[src/osc_pkg.sv]
// Constants, types and command codes of the output safety controller
// Summary of operation
// - Five relay outputs are driven and five isolated inputs are sampled.
// - Shipped settings are address 01, type code 40 and a rate of 9600 bit/s.
// - With the recovery strap active at power-up, address 00, 9600 bit/s, no checksum apply; the code forces only address 00.
// - In recovery mode the read-configuration command returns the stored configuration.
// - Rate or checksum changes and protocol selection are accepted only in recovery mode.
// - After power-on or module-watchdog reset outputs take the power-on value if no timeout.
// - Expiry of the host watchdog sets the timeout flag and drives outputs to the safe value.
// - While timed out, the read-module-status command reports status code 04.
// - While timed out, output writes are dropped, outputs hold, and the ignore reply returns.
// - The timeout flag is stored on setting and cleared only by the clear-timeout command.
// - The reset-status flag sets on power-up or module-watchdog reset and clears when read.
// - With no timeout, an output command updates the outputs and returns the success reply.
// - An independent module watchdog resets the module when its operation halts.
package osc_pkg;
	localparam int CLK_PERIOD_NS = 50;
	localparam int MS_NS = 1000000;
	localparam int TICK_CYCLES_DEF = MS_NS / CLK_PERIOD_NS;
	localparam int MWDT_TIMEOUT_MS = 100;
	localparam int MWDT_CYCLES_DEF = MWDT_TIMEOUT_MS * (MS_NS / CLK_PERIOD_NS);
	localparam int NCH = 5;
	localparam logic [7:0] DEF_ADDR = 8'h01;
	localparam logic [7:0] TYPE_DIO = 8'h40;
	localparam logic [7:0] BAUD_9600 = 8'h06;
	localparam logic [7:0] DEF_FMT = 8'h00;
	localparam logic [7:0] RECOVERY_ADDR = 8'h00;
	localparam int FMT_CKSUM_BIT = 6;
	localparam logic [7:0] STATUS_TIMEOUT = 8'h04;
	localparam logic [7:0] STATUS_OK = 8'h00;
	localparam logic [7:0] RPL_VALID = 8'h21;
	localparam logic [7:0] RPL_DONE = 8'h3E;
	localparam logic [7:0] RPL_BAD = 8'h3F;
	localparam logic [7:0] GRP_LOW = 8'h00;
	localparam logic [7:0] GRP_ALT = 8'h0A;
	localparam logic [3:0] SGL_LOW = 4'h1;
	localparam logic [3:0] SGL_ALT = 4'hA;
	localparam logic [7:0] SGL_OFF = 8'h00;
	localparam logic [7:0] SGL_ON = 8'h01;
	localparam logic [11:0] REG_CMD = 12'h000;
	localparam logic [11:0] REG_STATUS = 12'h004;
	localparam logic [11:0] REG_CFG_STAGE = 12'h008;
	localparam logic [11:0] REG_CFG = 12'h00C;
	localparam logic [11:0] REG_VALUES = 12'h010;
	localparam logic [11:0] REG_HWDT = 12'h014;
	localparam logic [11:0] REG_IO = 12'h018;
	localparam logic [11:0] REG_REPLY = 12'h01C;
	localparam logic [11:0] REG_RDATA = 12'h020;
	localparam int HI_LSB = 8;
	localparam int HWDT_EN_BIT = 16;
	localparam int FRESH_BIT = 16;
	localparam logic [4:0] PON_RST = 5'h00;
	localparam logic [4:0] SAFE_RST = 5'h00;
	localparam logic [15:0] HWDT_MS_RST = 16'h0064;
	localparam logic [1:0] RESP_OKAY = 2'b00;
	localparam logic [1:0] RESP_SLVERR = 2'b10;
	typedef enum logic [3:0] {
		OP_NONE = 4'h0,
		OP_READ_MODULE_STATUS = 4'h1,
		OP_CLEAR_TIMEOUT = 4'h2,
		OP_READ_RESET_STATUS = 4'h3,
		OP_SET_CONFIGURATION = 4'h4,
		OP_PROTOCOL_SELECT = 4'h5,
		OP_WRITE_ALL_OUTPUTS = 4'h6,
		OP_WRITE_OUTPUT_GROUP = 4'h7,
		OP_READ_CONFIGURATION = 4'h8
	} osc_op_t;
	typedef struct packed {
		logic [7:0] p2;
		logic [7:0] p1;
		logic [7:0] addr;
		logic [3:0] pad;
		osc_op_t op;
	} osc_cmd_t;
	typedef struct packed {
		logic [7:0] ff;
		logic [7:0] cc;
		logic [7:0] tt;
		logic [7:0] nn;
	} osc_cfg_t;
	typedef enum logic [1:0] {ST_BOOT = 2'b00, ST_RUN = 2'b01} osc_state_t;
endpackage

[src/osc_ctrl.sv]
// Output safety controller with AXI4-Lite register access
//
// Design decisions made here: the address map and the AXI4-Lite interface to the registers.
`timescale 1ns/1ps
`default_nettype none
module osc_ctrl
	import osc_pkg::*;
#(
	parameter int TICK_CYCLES = TICK_CYCLES_DEF,
	parameter int MWDT_CYCLES = MWDT_CYCLES_DEF
)(
	input wire logic aclk,
	input wire logic aresetn,
	input wire logic [11:0] s_axi_awaddr,
	input wire logic s_axi_awvalid,
	output logic s_axi_awready,
	input wire logic [31:0] s_axi_wdata,
	input wire logic [3:0] s_axi_wstrb,
	input wire logic s_axi_wvalid,
	output logic s_axi_wready,
	output logic [1:0] s_axi_bresp,
	output logic s_axi_bvalid,
	input wire logic s_axi_bready,
	input wire logic [11:0] s_axi_araddr,
	input wire logic s_axi_arvalid,
	output logic s_axi_arready,
	output logic [31:0] s_axi_rdata,
	output logic [1:0] s_axi_rresp,
	output logic s_axi_rvalid,
	input wire logic s_axi_rready,
	input wire logic [NCH-1:0] din,
	input wire logic init_strap_n,
	input wire logic nv_timeout_i,
	output logic [NCH-1:0] relay_out,
	output logic nv_timeout_wr,
	output logic nv_timeout_data,
	output logic recovery_mode
);
	function automatic logic [31:0] osc_merge(input logic [31:0] old, input logic [31:0] nw,
		input logic [3:0] strb);
		logic [31:0] m;
		m = old;
		for (int i = 0; i < 4; i++)
			if (strb[i])
				m[8*i +: 8] = nw[8*i +: 8];
		return m;
	endfunction

	// Bus slave state
	logic aw_hold_r, aw_hold_nxt, w_hold_r, w_hold_nxt;
	logic [11:0] aw_addr_r, aw_addr_nxt;
	logic [31:0] w_data_r, w_data_nxt;
	logic [3:0] w_strb_r, w_strb_nxt;
	logic awready_r, awready_nxt, wready_r, wready_nxt;
	logic bvalid_r, bvalid_nxt, arready_r, arready_nxt, rvalid_r, rvalid_nxt;
	logic [1:0] bresp_r, bresp_nxt, rresp_r, rresp_nxt;
	logic [31:0] rdata_r, rdata_nxt;
	logic wr_go, rd_go;
	// Control state
	osc_state_t state_r, state_nxt;
	logic strap_done_r, strap_done_nxt, recovery_r, recovery_nxt, proto_r, proto_nxt;
	logic timeout_r, timeout_nxt, reset_stat_r, reset_stat_nxt, fresh_r, fresh_nxt;
	logic nv_wr_r, nv_wr_nxt, nv_data_r, nv_data_nxt, hb_r, hb_nxt;
	logic [NCH-1:0] relay_r, relay_nxt, din_r, pon_r, pon_nxt, safe_r, safe_nxt;
	logic hwdt_en_r, hwdt_en_nxt;
	logic [15:0] hwdt_ms_r, hwdt_ms_nxt;
	osc_cfg_t cfg_r, cfg_nxt, stage_r, stage_nxt;
	logic [7:0] reply_char_r, reply_char_nxt, reply_data_r, reply_data_nxt;
	logic [31:0] reply_word_r, reply_word_nxt;
	osc_cmd_t cmd;
	logic [7:0] eff_addr;
	logic cmd_go, hit, is_write, wr_ok, hwdt_restart, hwdt_exp, mwdt_fire;
	logic [NCH-1:0] wr_val;

	always_comb
	begin
		wr_go = aw_hold_r && w_hold_r && !bvalid_r;
		rd_go = s_axi_arvalid && arready_r;
		aw_hold_nxt = aw_hold_r;
		aw_addr_nxt = aw_addr_r;
		w_hold_nxt = w_hold_r;
		w_data_nxt = w_data_r;
		w_strb_nxt = w_strb_r;
		bvalid_nxt = bvalid_r;
		bresp_nxt = bresp_r;
		rvalid_nxt = rvalid_r;
		rresp_nxt = rresp_r;
		rdata_nxt = rdata_r;
		if (s_axi_awvalid && awready_r)
		begin
			aw_hold_nxt = 1'b1;
			aw_addr_nxt = s_axi_awaddr;
		end
		if (s_axi_wvalid && wready_r)
		begin
			w_hold_nxt = 1'b1;
			w_data_nxt = s_axi_wdata;
			w_strb_nxt = s_axi_wstrb;
		end
		if (bvalid_r && s_axi_bready)
			bvalid_nxt = 1'b0;
		if (wr_go)
		begin
			aw_hold_nxt = 1'b0;
			w_hold_nxt = 1'b0;
			bvalid_nxt = 1'b1;
			bresp_nxt = (aw_addr_r <= REG_RDATA && aw_addr_r[1:0] == 2'b00) ?
				RESP_OKAY : RESP_SLVERR;
		end
		if (rvalid_r && s_axi_rready)
			rvalid_nxt = 1'b0;
		if (rd_go)
		begin
			rvalid_nxt = 1'b1;
			rresp_nxt = RESP_OKAY;
			case (s_axi_araddr)
				REG_CMD: rdata_nxt = '0;
				REG_STATUS: rdata_nxt = {16'h0000, timeout_r ? STATUS_TIMEOUT : STATUS_OK,
					4'h0, proto_r, recovery_r, reset_stat_r, timeout_r};
				REG_CFG_STAGE: rdata_nxt = stage_r;
				REG_CFG: rdata_nxt = cfg_r;
				REG_VALUES: rdata_nxt = {19'h0_0000, safe_r, 3'h0, pon_r};
				REG_HWDT: rdata_nxt = {15'h0000, hwdt_en_r, hwdt_ms_r};
				REG_IO: rdata_nxt = {19'h0_0000, din_r, 3'h0, relay_r};
				REG_REPLY: rdata_nxt = {15'h0000, fresh_r, reply_data_r, reply_char_r};
				REG_RDATA: rdata_nxt = reply_word_r;
				default:
				begin
					rdata_nxt = '0;
					rresp_nxt = RESP_SLVERR;
				end
			endcase
		end
		awready_nxt = !aw_hold_nxt;
		wready_nxt = !w_hold_nxt;
		arready_nxt = !rvalid_nxt;
	end

	always_ff @(posedge aclk)
	begin
		if (!aresetn)
		begin
			aw_hold_r <= 1'b0;
			aw_addr_r <= '0;
			w_hold_r <= 1'b0;
			w_data_r <= '0;
			w_strb_r <= '0;
			awready_r <= 1'b0;
			wready_r <= 1'b0;
			bvalid_r <= 1'b0;
			bresp_r <= RESP_OKAY;
			arready_r <= 1'b0;
			rvalid_r <= 1'b0;
			rresp_r <= RESP_OKAY;
			rdata_r <= '0;
		end
		else
		begin
			aw_hold_r <= aw_hold_nxt;
			aw_addr_r <= aw_addr_nxt;
			w_hold_r <= w_hold_nxt;
			w_data_r <= w_data_nxt;
			w_strb_r <= w_strb_nxt;
			awready_r <= awready_nxt;
			wready_r <= wready_nxt;
			bvalid_r <= bvalid_nxt;
			bresp_r <= bresp_nxt;
			arready_r <= arready_nxt;
			rvalid_r <= rvalid_nxt;
			rresp_r <= rresp_nxt;
			rdata_r <= rdata_nxt;
		end
	end

	osc_host_wdt #(.TICK_CYCLES(TICK_CYCLES)) u_hwdt (
		.aclk(aclk),
		.aresetn(aresetn),
		.enable(hwdt_en_r && hwdt_ms_r != 16'h0000 && state_r == ST_RUN),
		.interval_ms(hwdt_ms_r),
		.restart(hwdt_restart),
		.expire(hwdt_exp)
	);

	osc_mod_wdt #(.CYCLES(MWDT_CYCLES)) u_mwdt (
		.aclk(aclk),
		.aresetn(aresetn),
		.heartbeat(hb_r),
		.fire(mwdt_fire)
	);

	always_comb
	begin
		cmd = osc_merge(32'h0000_0000, w_data_r, w_strb_r);
		eff_addr = recovery_r ? RECOVERY_ADDR : cfg_r.nn;
		cmd_go = wr_go && aw_addr_r == REG_CMD && state_r == ST_RUN;
		hit = cmd.addr == eff_addr;
		hwdt_restart = cmd_go && hit;
		is_write = cmd.op == OP_WRITE_ALL_OUTPUTS || cmd.op == OP_WRITE_OUTPUT_GROUP;
		wr_ok = 1'b0;
		wr_val = relay_r;
		if (cmd.op == OP_WRITE_ALL_OUTPUTS)
		begin
			wr_ok = cmd.p1[7:NCH] == '0;
			wr_val = cmd.p1[NCH-1:0];
		end
		else if (cmd.p2 == GRP_LOW || cmd.p2 == GRP_ALT)
		begin
			wr_ok = cmd.p1[7:NCH] == '0;
			wr_val = cmd.p1[NCH-1:0];
		end
		else if ((cmd.p2[7:4] == SGL_LOW || cmd.p2[7:4] == SGL_ALT) && cmd.p2[3:0] < 4'(NCH)
			&& (cmd.p1 == SGL_OFF || cmd.p1 == SGL_ON))
		begin
			wr_ok = 1'b1;
			wr_val[cmd.p2[2:0]] = cmd.p1[0];
		end
		state_nxt = state_r;
		strap_done_nxt = strap_done_r;
		recovery_nxt = recovery_r;
		proto_nxt = proto_r;
		timeout_nxt = timeout_r;
		reset_stat_nxt = reset_stat_r;
		relay_nxt = relay_r;
		pon_nxt = pon_r;
		safe_nxt = safe_r;
		hwdt_en_nxt = hwdt_en_r;
		hwdt_ms_nxt = hwdt_ms_r;
		cfg_nxt = cfg_r;
		stage_nxt = stage_r;
		reply_char_nxt = reply_char_r;
		reply_data_nxt = reply_data_r;
		reply_word_nxt = reply_word_r;
		fresh_nxt = fresh_r;
		nv_wr_nxt = 1'b0;
		nv_data_nxt = nv_data_r;
		hb_nxt = state_r == ST_RUN;
		if (rd_go && s_axi_araddr == REG_REPLY)
			fresh_nxt = 1'b0;
		if (wr_go)
			case (aw_addr_r)
				REG_CFG_STAGE: stage_nxt = osc_merge(stage_r, w_data_r, w_strb_r);
				REG_VALUES:
				begin
					if (w_strb_r[0])
						pon_nxt = w_data_r[NCH-1:0];
					if (w_strb_r[1])
						safe_nxt = w_data_r[HI_LSB +: NCH];
				end
				REG_HWDT:
				begin
					hwdt_ms_nxt = 16'(osc_merge({16'h0000, hwdt_ms_r}, w_data_r, w_strb_r));
					if (w_strb_r[2])
						hwdt_en_nxt = w_data_r[HWDT_EN_BIT];
				end
				default: ;
			endcase
		if (state_r == ST_BOOT)
		begin
			if (!strap_done_r)
			begin
				strap_done_nxt = 1'b1;
				recovery_nxt = !init_strap_n;
			end
			timeout_nxt = nv_timeout_i;
			relay_nxt = nv_timeout_i ? safe_r : pon_r;
			reset_stat_nxt = 1'b1;
			state_nxt = ST_RUN;
		end
		else if (cmd_go && hit)
		begin
			fresh_nxt = 1'b1;
			reply_char_nxt = RPL_VALID;
			reply_data_nxt = STATUS_OK;
			case (cmd.op)
				OP_READ_MODULE_STATUS:
					reply_data_nxt = timeout_r ? STATUS_TIMEOUT : STATUS_OK;
				OP_CLEAR_TIMEOUT:
				begin
					timeout_nxt = 1'b0;
					nv_wr_nxt = 1'b1;
					nv_data_nxt = 1'b0;
				end
				OP_READ_RESET_STATUS:
				begin
					reply_data_nxt = {7'h00, reset_stat_r};
					reset_stat_nxt = 1'b0;
				end
				OP_SET_CONFIGURATION:
					if (stage_r.tt != TYPE_DIO || (!recovery_r && (stage_r.cc != cfg_r.cc
						|| stage_r.ff[FMT_CKSUM_BIT] != cfg_r.ff[FMT_CKSUM_BIT])))
						reply_char_nxt = RPL_BAD;
					else
					begin
						cfg_nxt = stage_r;
						reply_data_nxt = stage_r.nn;
					end
				OP_PROTOCOL_SELECT:
					if (recovery_r)
						proto_nxt = cmd.p1[0];
					else
						reply_char_nxt = RPL_BAD;
				OP_WRITE_ALL_OUTPUTS, OP_WRITE_OUTPUT_GROUP:
					if (!wr_ok)
						reply_char_nxt = RPL_BAD;
					else if (!timeout_r)
					begin
						relay_nxt = wr_val;
						reply_char_nxt = RPL_DONE;
					end
				OP_READ_CONFIGURATION:
				begin
					reply_word_nxt = cfg_r;
					reply_data_nxt = cfg_r.nn;
				end
				default: reply_char_nxt = RPL_BAD;
			endcase
		end
		if (hwdt_exp)
		begin
			timeout_nxt = 1'b1;
			relay_nxt = safe_r;
			nv_wr_nxt = 1'b1;
			nv_data_nxt = 1'b1;
		end
		if (mwdt_fire)
			state_nxt = ST_BOOT;
	end

	always_ff @(posedge aclk)
	begin
		if (!aresetn)
		begin
			state_r <= ST_BOOT;
			strap_done_r <= 1'b0;
			recovery_r <= 1'b0;
			proto_r <= 1'b0;
			timeout_r <= 1'b0;
			reset_stat_r <= 1'b1;
			relay_r <= PON_RST;
			din_r <= '0;
			pon_r <= PON_RST;
			safe_r <= SAFE_RST;
			hwdt_en_r <= 1'b0;
			hwdt_ms_r <= HWDT_MS_RST;
			cfg_r <= {DEF_FMT, BAUD_9600, TYPE_DIO, DEF_ADDR};
			stage_r <= {DEF_FMT, BAUD_9600, TYPE_DIO, DEF_ADDR};
			reply_char_r <= RPL_VALID;
			reply_data_r <= STATUS_OK;
			reply_word_r <= '0;
			fresh_r <= 1'b0;
			nv_wr_r <= 1'b0;
			nv_data_r <= 1'b0;
			hb_r <= 1'b0;
		end
		else
		begin
			state_r <= state_nxt;
			strap_done_r <= strap_done_nxt;
			recovery_r <= recovery_nxt;
			proto_r <= proto_nxt;
			timeout_r <= timeout_nxt;
			reset_stat_r <= reset_stat_nxt;
			relay_r <= relay_nxt;
			din_r <= din;
			pon_r <= pon_nxt;
			safe_r <= safe_nxt;
			hwdt_en_r <= hwdt_en_nxt;
			hwdt_ms_r <= hwdt_ms_nxt;
			cfg_r <= cfg_nxt;
			stage_r <= stage_nxt;
			reply_char_r <= reply_char_nxt;
			reply_data_r <= reply_data_nxt;
			reply_word_r <= reply_word_nxt;
			fresh_r <= fresh_nxt;
			nv_wr_r <= nv_wr_nxt;
			nv_data_r <= nv_data_nxt;
			hb_r <= hb_nxt;
		end
	end

	assign s_axi_awready = awready_r;
	assign s_axi_wready = wready_r;
	assign s_axi_bvalid = bvalid_r;
	assign s_axi_bresp = bresp_r;
	assign s_axi_arready = arready_r;
	assign s_axi_rvalid = rvalid_r;
	assign s_axi_rresp = rresp_r;
	assign s_axi_rdata = rdata_r;
	assign relay_out = relay_r;
	assign nv_timeout_wr = nv_wr_r;
	assign nv_timeout_data = nv_data_r;
	assign recovery_mode = recovery_r;
endmodule
`default_nettype wire

[src/osc_host_wdt.sv]
// Host watchdog interval timer with millisecond tick
`timescale 1ns/1ps
`default_nettype none
module osc_host_wdt
	import osc_pkg::*;
#(
	parameter int TICK_CYCLES = TICK_CYCLES_DEF
)(
	input wire logic aclk,
	input wire logic aresetn,
	input wire logic enable,
	input wire logic [15:0] interval_ms,
	input wire logic restart,
	output logic expire
);
	logic [31:0] tick_r, tick_nxt;
	logic [15:0] ms_r, ms_nxt;
	logic armed_r, armed_nxt, exp_r, exp_nxt;
	always_comb
	begin
		tick_nxt = tick_r;
		ms_nxt = ms_r;
		armed_nxt = armed_r;
		exp_nxt = 1'b0;
		if (restart || !enable)
		begin
			tick_nxt = '0;
			ms_nxt = '0;
			armed_nxt = 1'b1;
		end
		else if (armed_r)
		begin
			if (tick_r == 32'(TICK_CYCLES - 1))
			begin
				tick_nxt = '0;
				ms_nxt = ms_r + 16'h0001;
				if (ms_nxt >= interval_ms)
				begin
					exp_nxt = 1'b1;
					armed_nxt = 1'b0;
				end
			end
			else
				tick_nxt = tick_r + 32'h0000_0001;
		end
	end
	always_ff @(posedge aclk)
	begin
		if (!aresetn)
		begin
			tick_r <= '0;
			ms_r <= '0;
			armed_r <= 1'b1;
			exp_r <= 1'b0;
		end
		else
		begin
			tick_r <= tick_nxt;
			ms_r <= ms_nxt;
			armed_r <= armed_nxt;
			exp_r <= exp_nxt;
		end
	end
	assign expire = exp_r;
endmodule
`default_nettype wire

[src/osc_mod_wdt.sv]
// Module watchdog fed by a heartbeat from the control logic
`timescale 1ns/1ps
`default_nettype none
module osc_mod_wdt
	import osc_pkg::*;
#(
	parameter int CYCLES = MWDT_CYCLES_DEF
)(
	input wire logic aclk,
	input wire logic aresetn,
	input wire logic heartbeat,
	output logic fire
);
	logic [31:0] cnt_r, cnt_nxt;
	logic fire_r, fire_nxt;
	always_comb
	begin
		cnt_nxt = cnt_r + 32'h0000_0001;
		fire_nxt = 1'b0;
		if (heartbeat)
			cnt_nxt = '0;
		else if (cnt_r == 32'(CYCLES - 1))
		begin
			cnt_nxt = '0;
			fire_nxt = 1'b1;
		end
	end
	always_ff @(posedge aclk)
	begin
		if (!aresetn)
		begin
			cnt_r <= '0;
			fire_r <= 1'b0;
		end
		else
		begin
			cnt_r <= cnt_nxt;
			fire_r <= fire_nxt;
		end
	end
	assign fire = fire_r;
endmodule
`default_nettype wire

[config.mk]
export PLATFORM = sky130hd
export DESIGN_NAME = osc_ctrl
export DESIGN_NICKNAME = d
export VERILOG_FILES = /design/src/osc_pkg.sv /design/src/osc_ctrl.sv /design/src/osc_host_wdt.sv /design/src/osc_mod_wdt.sv
export SDC_FILE = /design/constraint.sdc
export NUM_CORES = 1
export LEC_CHECK = 0
export BUFFER_PORTS_ARGS = -buffer_cell sky130_fd_sc_hd__clkbuf_2
export CELL_PAD_IN_SITES_DETAIL_PLACEMENT = 0
export CELL_PAD_IN_SITES_GLOBAL_PLACEMENT = 2
export CORE_UTILIZATION = 38
export CTS_CLUSTER_DIAMETER = 100
export DETAILED_ROUTE_END_ITERATION = 12
export GPL_TIMING_DRIVEN = 0
export PLACE_DENSITY_LB_ADDON = 0.1
export SYNTH_ARGS = -nofsm -noshare
export SYNTH_HDL_FRONTEND = slang
export SYNTH_SLANG_ARGS = --single-unit
export TNS_END_PERCENT = 10
[constraint.sdc]
create_clock -name aclk -period 6.3 [get_ports aclk]
set_input_delay 1.575 -clock aclk [delete_from_list [all_inputs] [get_ports aclk]]
set_output_delay 1.575 -clock aclk [all_outputs]
set_load 0.02 [all_outputs]
* Yosys cells after proc, flatten, opt, wreduce, memory -nomap -nowiden
Cells that the tools add are included.
** Operators by class
- Mux-type cells :: 59
- Reductions and logical operators :: 75
- Equal/unequal tests :: 31
- Bitwise gates (word level) :: 6
- Order comparisons :: 5
- $add $sub $neg :: 3
** Operator list (number)
- $pmux 32 s8 :: 1
- $eq 12x5->1 const B :: 6
- $mux 5 :: 14
- $add 32x1->32 const B :: 2
- $mux 8 :: 5
- $eq 12x4->1 const B :: 3
- $reduce_and 3->1 :: 11
- $eq 32x15->1 const B :: 1
- $eq 32x21->1 const B :: 1
- $mux 32 :: 1
- $pmux 8 s4 :: 1
- $mux 1 :: 30
- $logic_not 12->1 :: 2
- $pmux 5 s4 :: 1
- $logic_and 1x1->1 :: 18
- $add 16x1->16 const B :: 1
- $eq 4x3->1 const B :: 4
- $ge 16x16->1 :: 1
- $logic_not 8->1 :: 2
- $reduce_bool 16->1 :: 1
- $eq 12x3->1 const B :: 1
- $eq 12x6->1 const B :: 1
- $le 12x6->1 const B :: 1
- $reduce_bool 3->1 :: 4
- 33 further kinds :: 66
** Word-level totals
- Output and inout port bits :: 49
- Input port bits :: 74
- Bits in registers :: 333
- Word-level logic and storage cells :: 226

* Logic depth before layout (Yosys ltp)
- Depth after elaboration :: 15
- Mapped depth :: 14
- Depth with buffers taken out :: 14

* Modules after synthesis
From an unflattened synthesis, not the netlist that was laid out.
** Unflattened totals
- Cells, all modules :: 1853
- Area total of the unflattened synthesis :: 15322.2 µm²
** Modules (own cells, without submodules)
- osc_ctrl :: sequential area each 4844.6 µm², cells each 1308, instances 1, area an instance 10739.0 µm²
- osc_host_wdt :: sequential area each 1001.0 µm², cells each 362, instances 1, area an instance 3005.4 µm²
- osc_mod_wdt :: sequential area each 660.6 µm², cells each 183, instances 1, area an instance 1577.8 µm²

* Least setup slack after synthesis
No wires, ideal clock.
- Kind :: input to register
- From :: input s_axi_araddr[4]
- To :: register rdata_r[28] (netlist: s_axi_rdata[28])
- Setup time :: 65 ps
- Arrival time :: 3638 ps
- Buffers on the path :: 4
- Path slack :: 2597 ps
- Data required time :: 6235 ps
- Stages on the path :: 11
- Path through :: clkbuf_1 or4_1 nor2b_1 clkbuf_1 nor2b_1 clkbuf_1 clkbuf_1 a22oi_1 a21oi_1 a21oi_1 nor2_1
** On the way
- Longest elaborated chain between the ends :: 2
- Elaborated cells between the ends (all ways) :: 9
- Classes of those cells :: 8 x eq/ne; 1 x mux
** RTL lines
- from (decl) :: RTL line osc_ctrl.sv:24 : input wire logic [11:0] s_axi_araddr,
- $eq 12x6->1, or another cell as far along :: RTL line osc_ctrl.sv:116 : case (s_axi_araddr)
- $pmux 32 s8 * :: RTL line osc_ctrl.sv:116
- to (signal assigned) :: RTL line osc_ctrl.sv:171 : rdata_r <= rdata_nxt;
- to (decl) :: RTL line osc_ctrl.sv:57 : logic [31:0] rdata_r, rdata_nxt;
Mark *: on every way between the ends. The rest lies on a longest branch, timed or not.
A chain may end at the register's enable or synchronous reset.

* Worst setup path after layout
- From :: input s_axi_araddr[4]
- To :: register rdata_r[4] (netlist: s_axi_rdata[4])
Same word-level chain as after synthesis.

==> metrics.txt <==
Sw Ratio 0.236; Routed Antenna Nets 0; Min Hold Slack 0.376 ns; crit path max fanout 10; wire length per cell 19.5 um; Pint 3.44 mW; Crit Path Class in -> reg; status finished clean; worst skew pair latency 0.55 ns; All-Layer GR Usage 0.256; dpl cells 2468; Synth cell types 62; area leader, netlist dfxtp_1; setup violators final 0; Mapped Cells 1840; Seq pwr share 0.468; pin count of the biggest net entering global routing 13; Die H 198 um; top post-synthesis cells by count nand2_1 (381), dfxtp_1 (325), a21oi_1 (209); Post-CTS Hold Fix Bufs 0; Post-synth EDFFs 0; initial DRC count 1072; Leakage Power 6.05 nW; Worst Path Arrival 4.64 ns; Synth area leaders dfxtp_1 (45%), nand2_1 (9.8%), a21oi_1 (7.2%), nor2_1 (4.2%), xor2_1 (3.5%); max-slew violations 0; Buf/Inv on CP 2; initial antenna violation count 0; setup TNS 0 ns; vias in the first global route 12900; vias per inst 5.40; vias 13700; CTS HTree Levels 2; Worst Tran Pin Value 1.28 ns; Resized Gates After CTS 0; combinational share of power 0.046; Post-Syn Area per Cell 7.92 um2; Cell Chain, Critical Path clkbuf_1 > or4_1 > nor3_1 > clkbuf_1 > nand2_1 > a31oi_1 > a21oi_1 > nor2_1; Slew HR 0.137; Final Cycle Share 0.662; Post-synth ARST share 0; Hold Path Class reg -> reg; clk buf depth 3; clock share of power 0.486; DP HPWL 37.1 mm; post-route DRC violation count 0; clk slew on worst S/H paths 0.05 ns; antenna cells 0; Finished Layout Cells 2536; I/O Pins 123; TritonRoute pass-1 iters 5; Post-CTS Setup Bufs 0; Critical Path Start Type primary input; Synth Flop Type dfxtp_1; Worst path max stage delay 1.05 ns; TritonCTS Sinks 325; slowest cell on the critical path nor3_1; total grt overflow 0; Crit. End Element register; clock skew 0.0117 ns; synthesized area 14600 um2; Max Clk Rate 0.240 GHz; crit path time final 4.17 ns; RSZ-0062 raised after global routing false; P_sw 1.06 mW; yosys synthesis warning count 0; Rows 71; sequential-to-total area share from yosys stat 0.446; number of buffers created by CTS 39; GPL Wtd Cong 0.872; net count reported at finish 2091; CP most frequent cell clkbuf_1; cell area power density 264 nW/um2; die width 198 um; CTS tree built; initial cell density of the core 0.386; first-pass GRT wire length 76.1 mm; most common cell in the synthesized netlist nand2_1; final hold vios 0; critical path required time 6.78 ns; Port-buffer cells 116; core outline area 37800 um2; Seq cells post-synth 325; kind of cell adding the most delay to the critical path simple AND/OR/NAND/NOR gates; max_cap viols 0; fillers 3917; layout overhead on the synthesized area 16.9%; final wirelength 49.4 mm; worst vdd ir 0.151 mV; die area 39200 um2; root buf cell clkbuf_16; layout cells sized above 1 0.0978; Synth top area share 0.446
## area by class of cell
| type | instances | area [um2] | share of cell area |
|---|---|---|---|
| Clock buffer | 63 | 1200 | 0.0703 |
| Sequential cell | 325 | 6510 | 0.382 |
| Inverter | 27 | 101 | 0.00595 |
| Timing Repair Buffer | 116 | 581 | 0.0341 |
| Tap cell | 511 | 639 | 0.0375 |
| Buffer | 114 | 444 | 0.0261 |
| Multi-Input combinational cell | 1375 | 7550 | 0.443 |
| Clock inverter | 5 | 28.8 | 0.00169 |
## power groups by stage
stage / Combinational [mW] / Clock [mW] / Sequential (mW)
after global routing: 0.230 / 2.32 / 2.11
after global placement: 0.206 / 0 / 2.15
after floorplan: 0.118 / 0 / 2.14
final: 0.207 / 2.19 / 2.11
after detailed placement: 0.207 / 0 / 2.15
after CTS: 0.208 / 2.23 / 2.11
## cells by family (layout without fill, tap and decap cells)
| logic type | after synthesis | in the layout | synth area share |
|---|---|---|---|
| buffers and inverters | 141 | 325 | 0.0374 |
| DFF | 325 | 325 | 0.446 |
| and+or+nand+nor | 838 | 838 | 0.260 |
| other | 1 | 2 | 0.000257 |
| AOI/OAI and AO/OA | 391 | 391 | 0.161 |
| xor gates and xnor gates | 89 | 89 | 0.0535 |
| adders and majority gates | 19 | 19 | 0.0163 |
| muxes | 36 | 36 | 0.0252 |
## per-layer routing
metal | routed length (um) | GRT usage | up-vias | part of all wire
met2 | 21500 | 0.395 | 411 | 0.43
met1 | 23900 | 0.365 | 6524 | 0.48
li1 | - | - | 6712 | -
met3 | 3030 | 0.0393 | 60 | 0.061
met4 | 1020 | 0.0729 | 0 | 0.021
met5 | 0 | 0 | - | 0
## per-stage QoR
step	total power, mW	utilization	cell area [um2]	setup WS, ns
after CTS	4.55	0.451	17000	2.20
final	4.50	0.451	17000	2.13
after floorplan	2.26	-	14600	2.60
after detailed placement	2.36	0.419	15800	1.62
after global routing	4.66	0.451	17000	2.04
after global placement	2.36	0.419	15800	1.62
## placed cells by master, fill, tap and decap left out, types with 13 or more instances in the layout
master     count
clkbuf_2     116
xor2_1        59
clkbuf_16     41
nand2b_1      15
a221oi_1      13
and3_1        25
and2_1        21
nor4_1        19
a22oi_1       26
nand3_1       93
nand4_1       25
nor3_1        23
a222oi_1      14
nand2_1      381
o21ai_0       58
or3_1         17
nor2b_1       20
nor2_1       163
dfxtp_1      325
mux2i_1       30
xnor2_1       30
a21oi_1      209
ha_1          19
clkbuf_1     115
inv_1         26
## final timing paths
path	endpoint	slack [ns]	cells after the start	start
worst min register to register	state_r[0]	0.38	1	u_mwdt.fire
worst max-delay path	s_axi_rdata[4]	2.13	8	s_axi_araddr[4]
worst min-delay path	state_r[0]	0.38	1	u_mwdt.fire
worst max register to register	u_hwdt.tick_r[8]	2.76	9	cfg_r[4]
## registers in the layout, indices dropped and copies added (netlist names), 5 cells and up
name and flops:
w_data_r 32, reply_word_r 32, u_mwdt.cnt_r 32, cfg_r 32
reply_data_r 8, hwdt_ms_r 16, din_r 5, aw_addr_r 12
u_hwdt.tick_r 32, relay_out 5, safe_r 5, s_axi_rdata 32
u_hwdt.ms_r 16, stage_r 32, pon_r 5
Note: power is estimated with default switching activity, not from simulation.
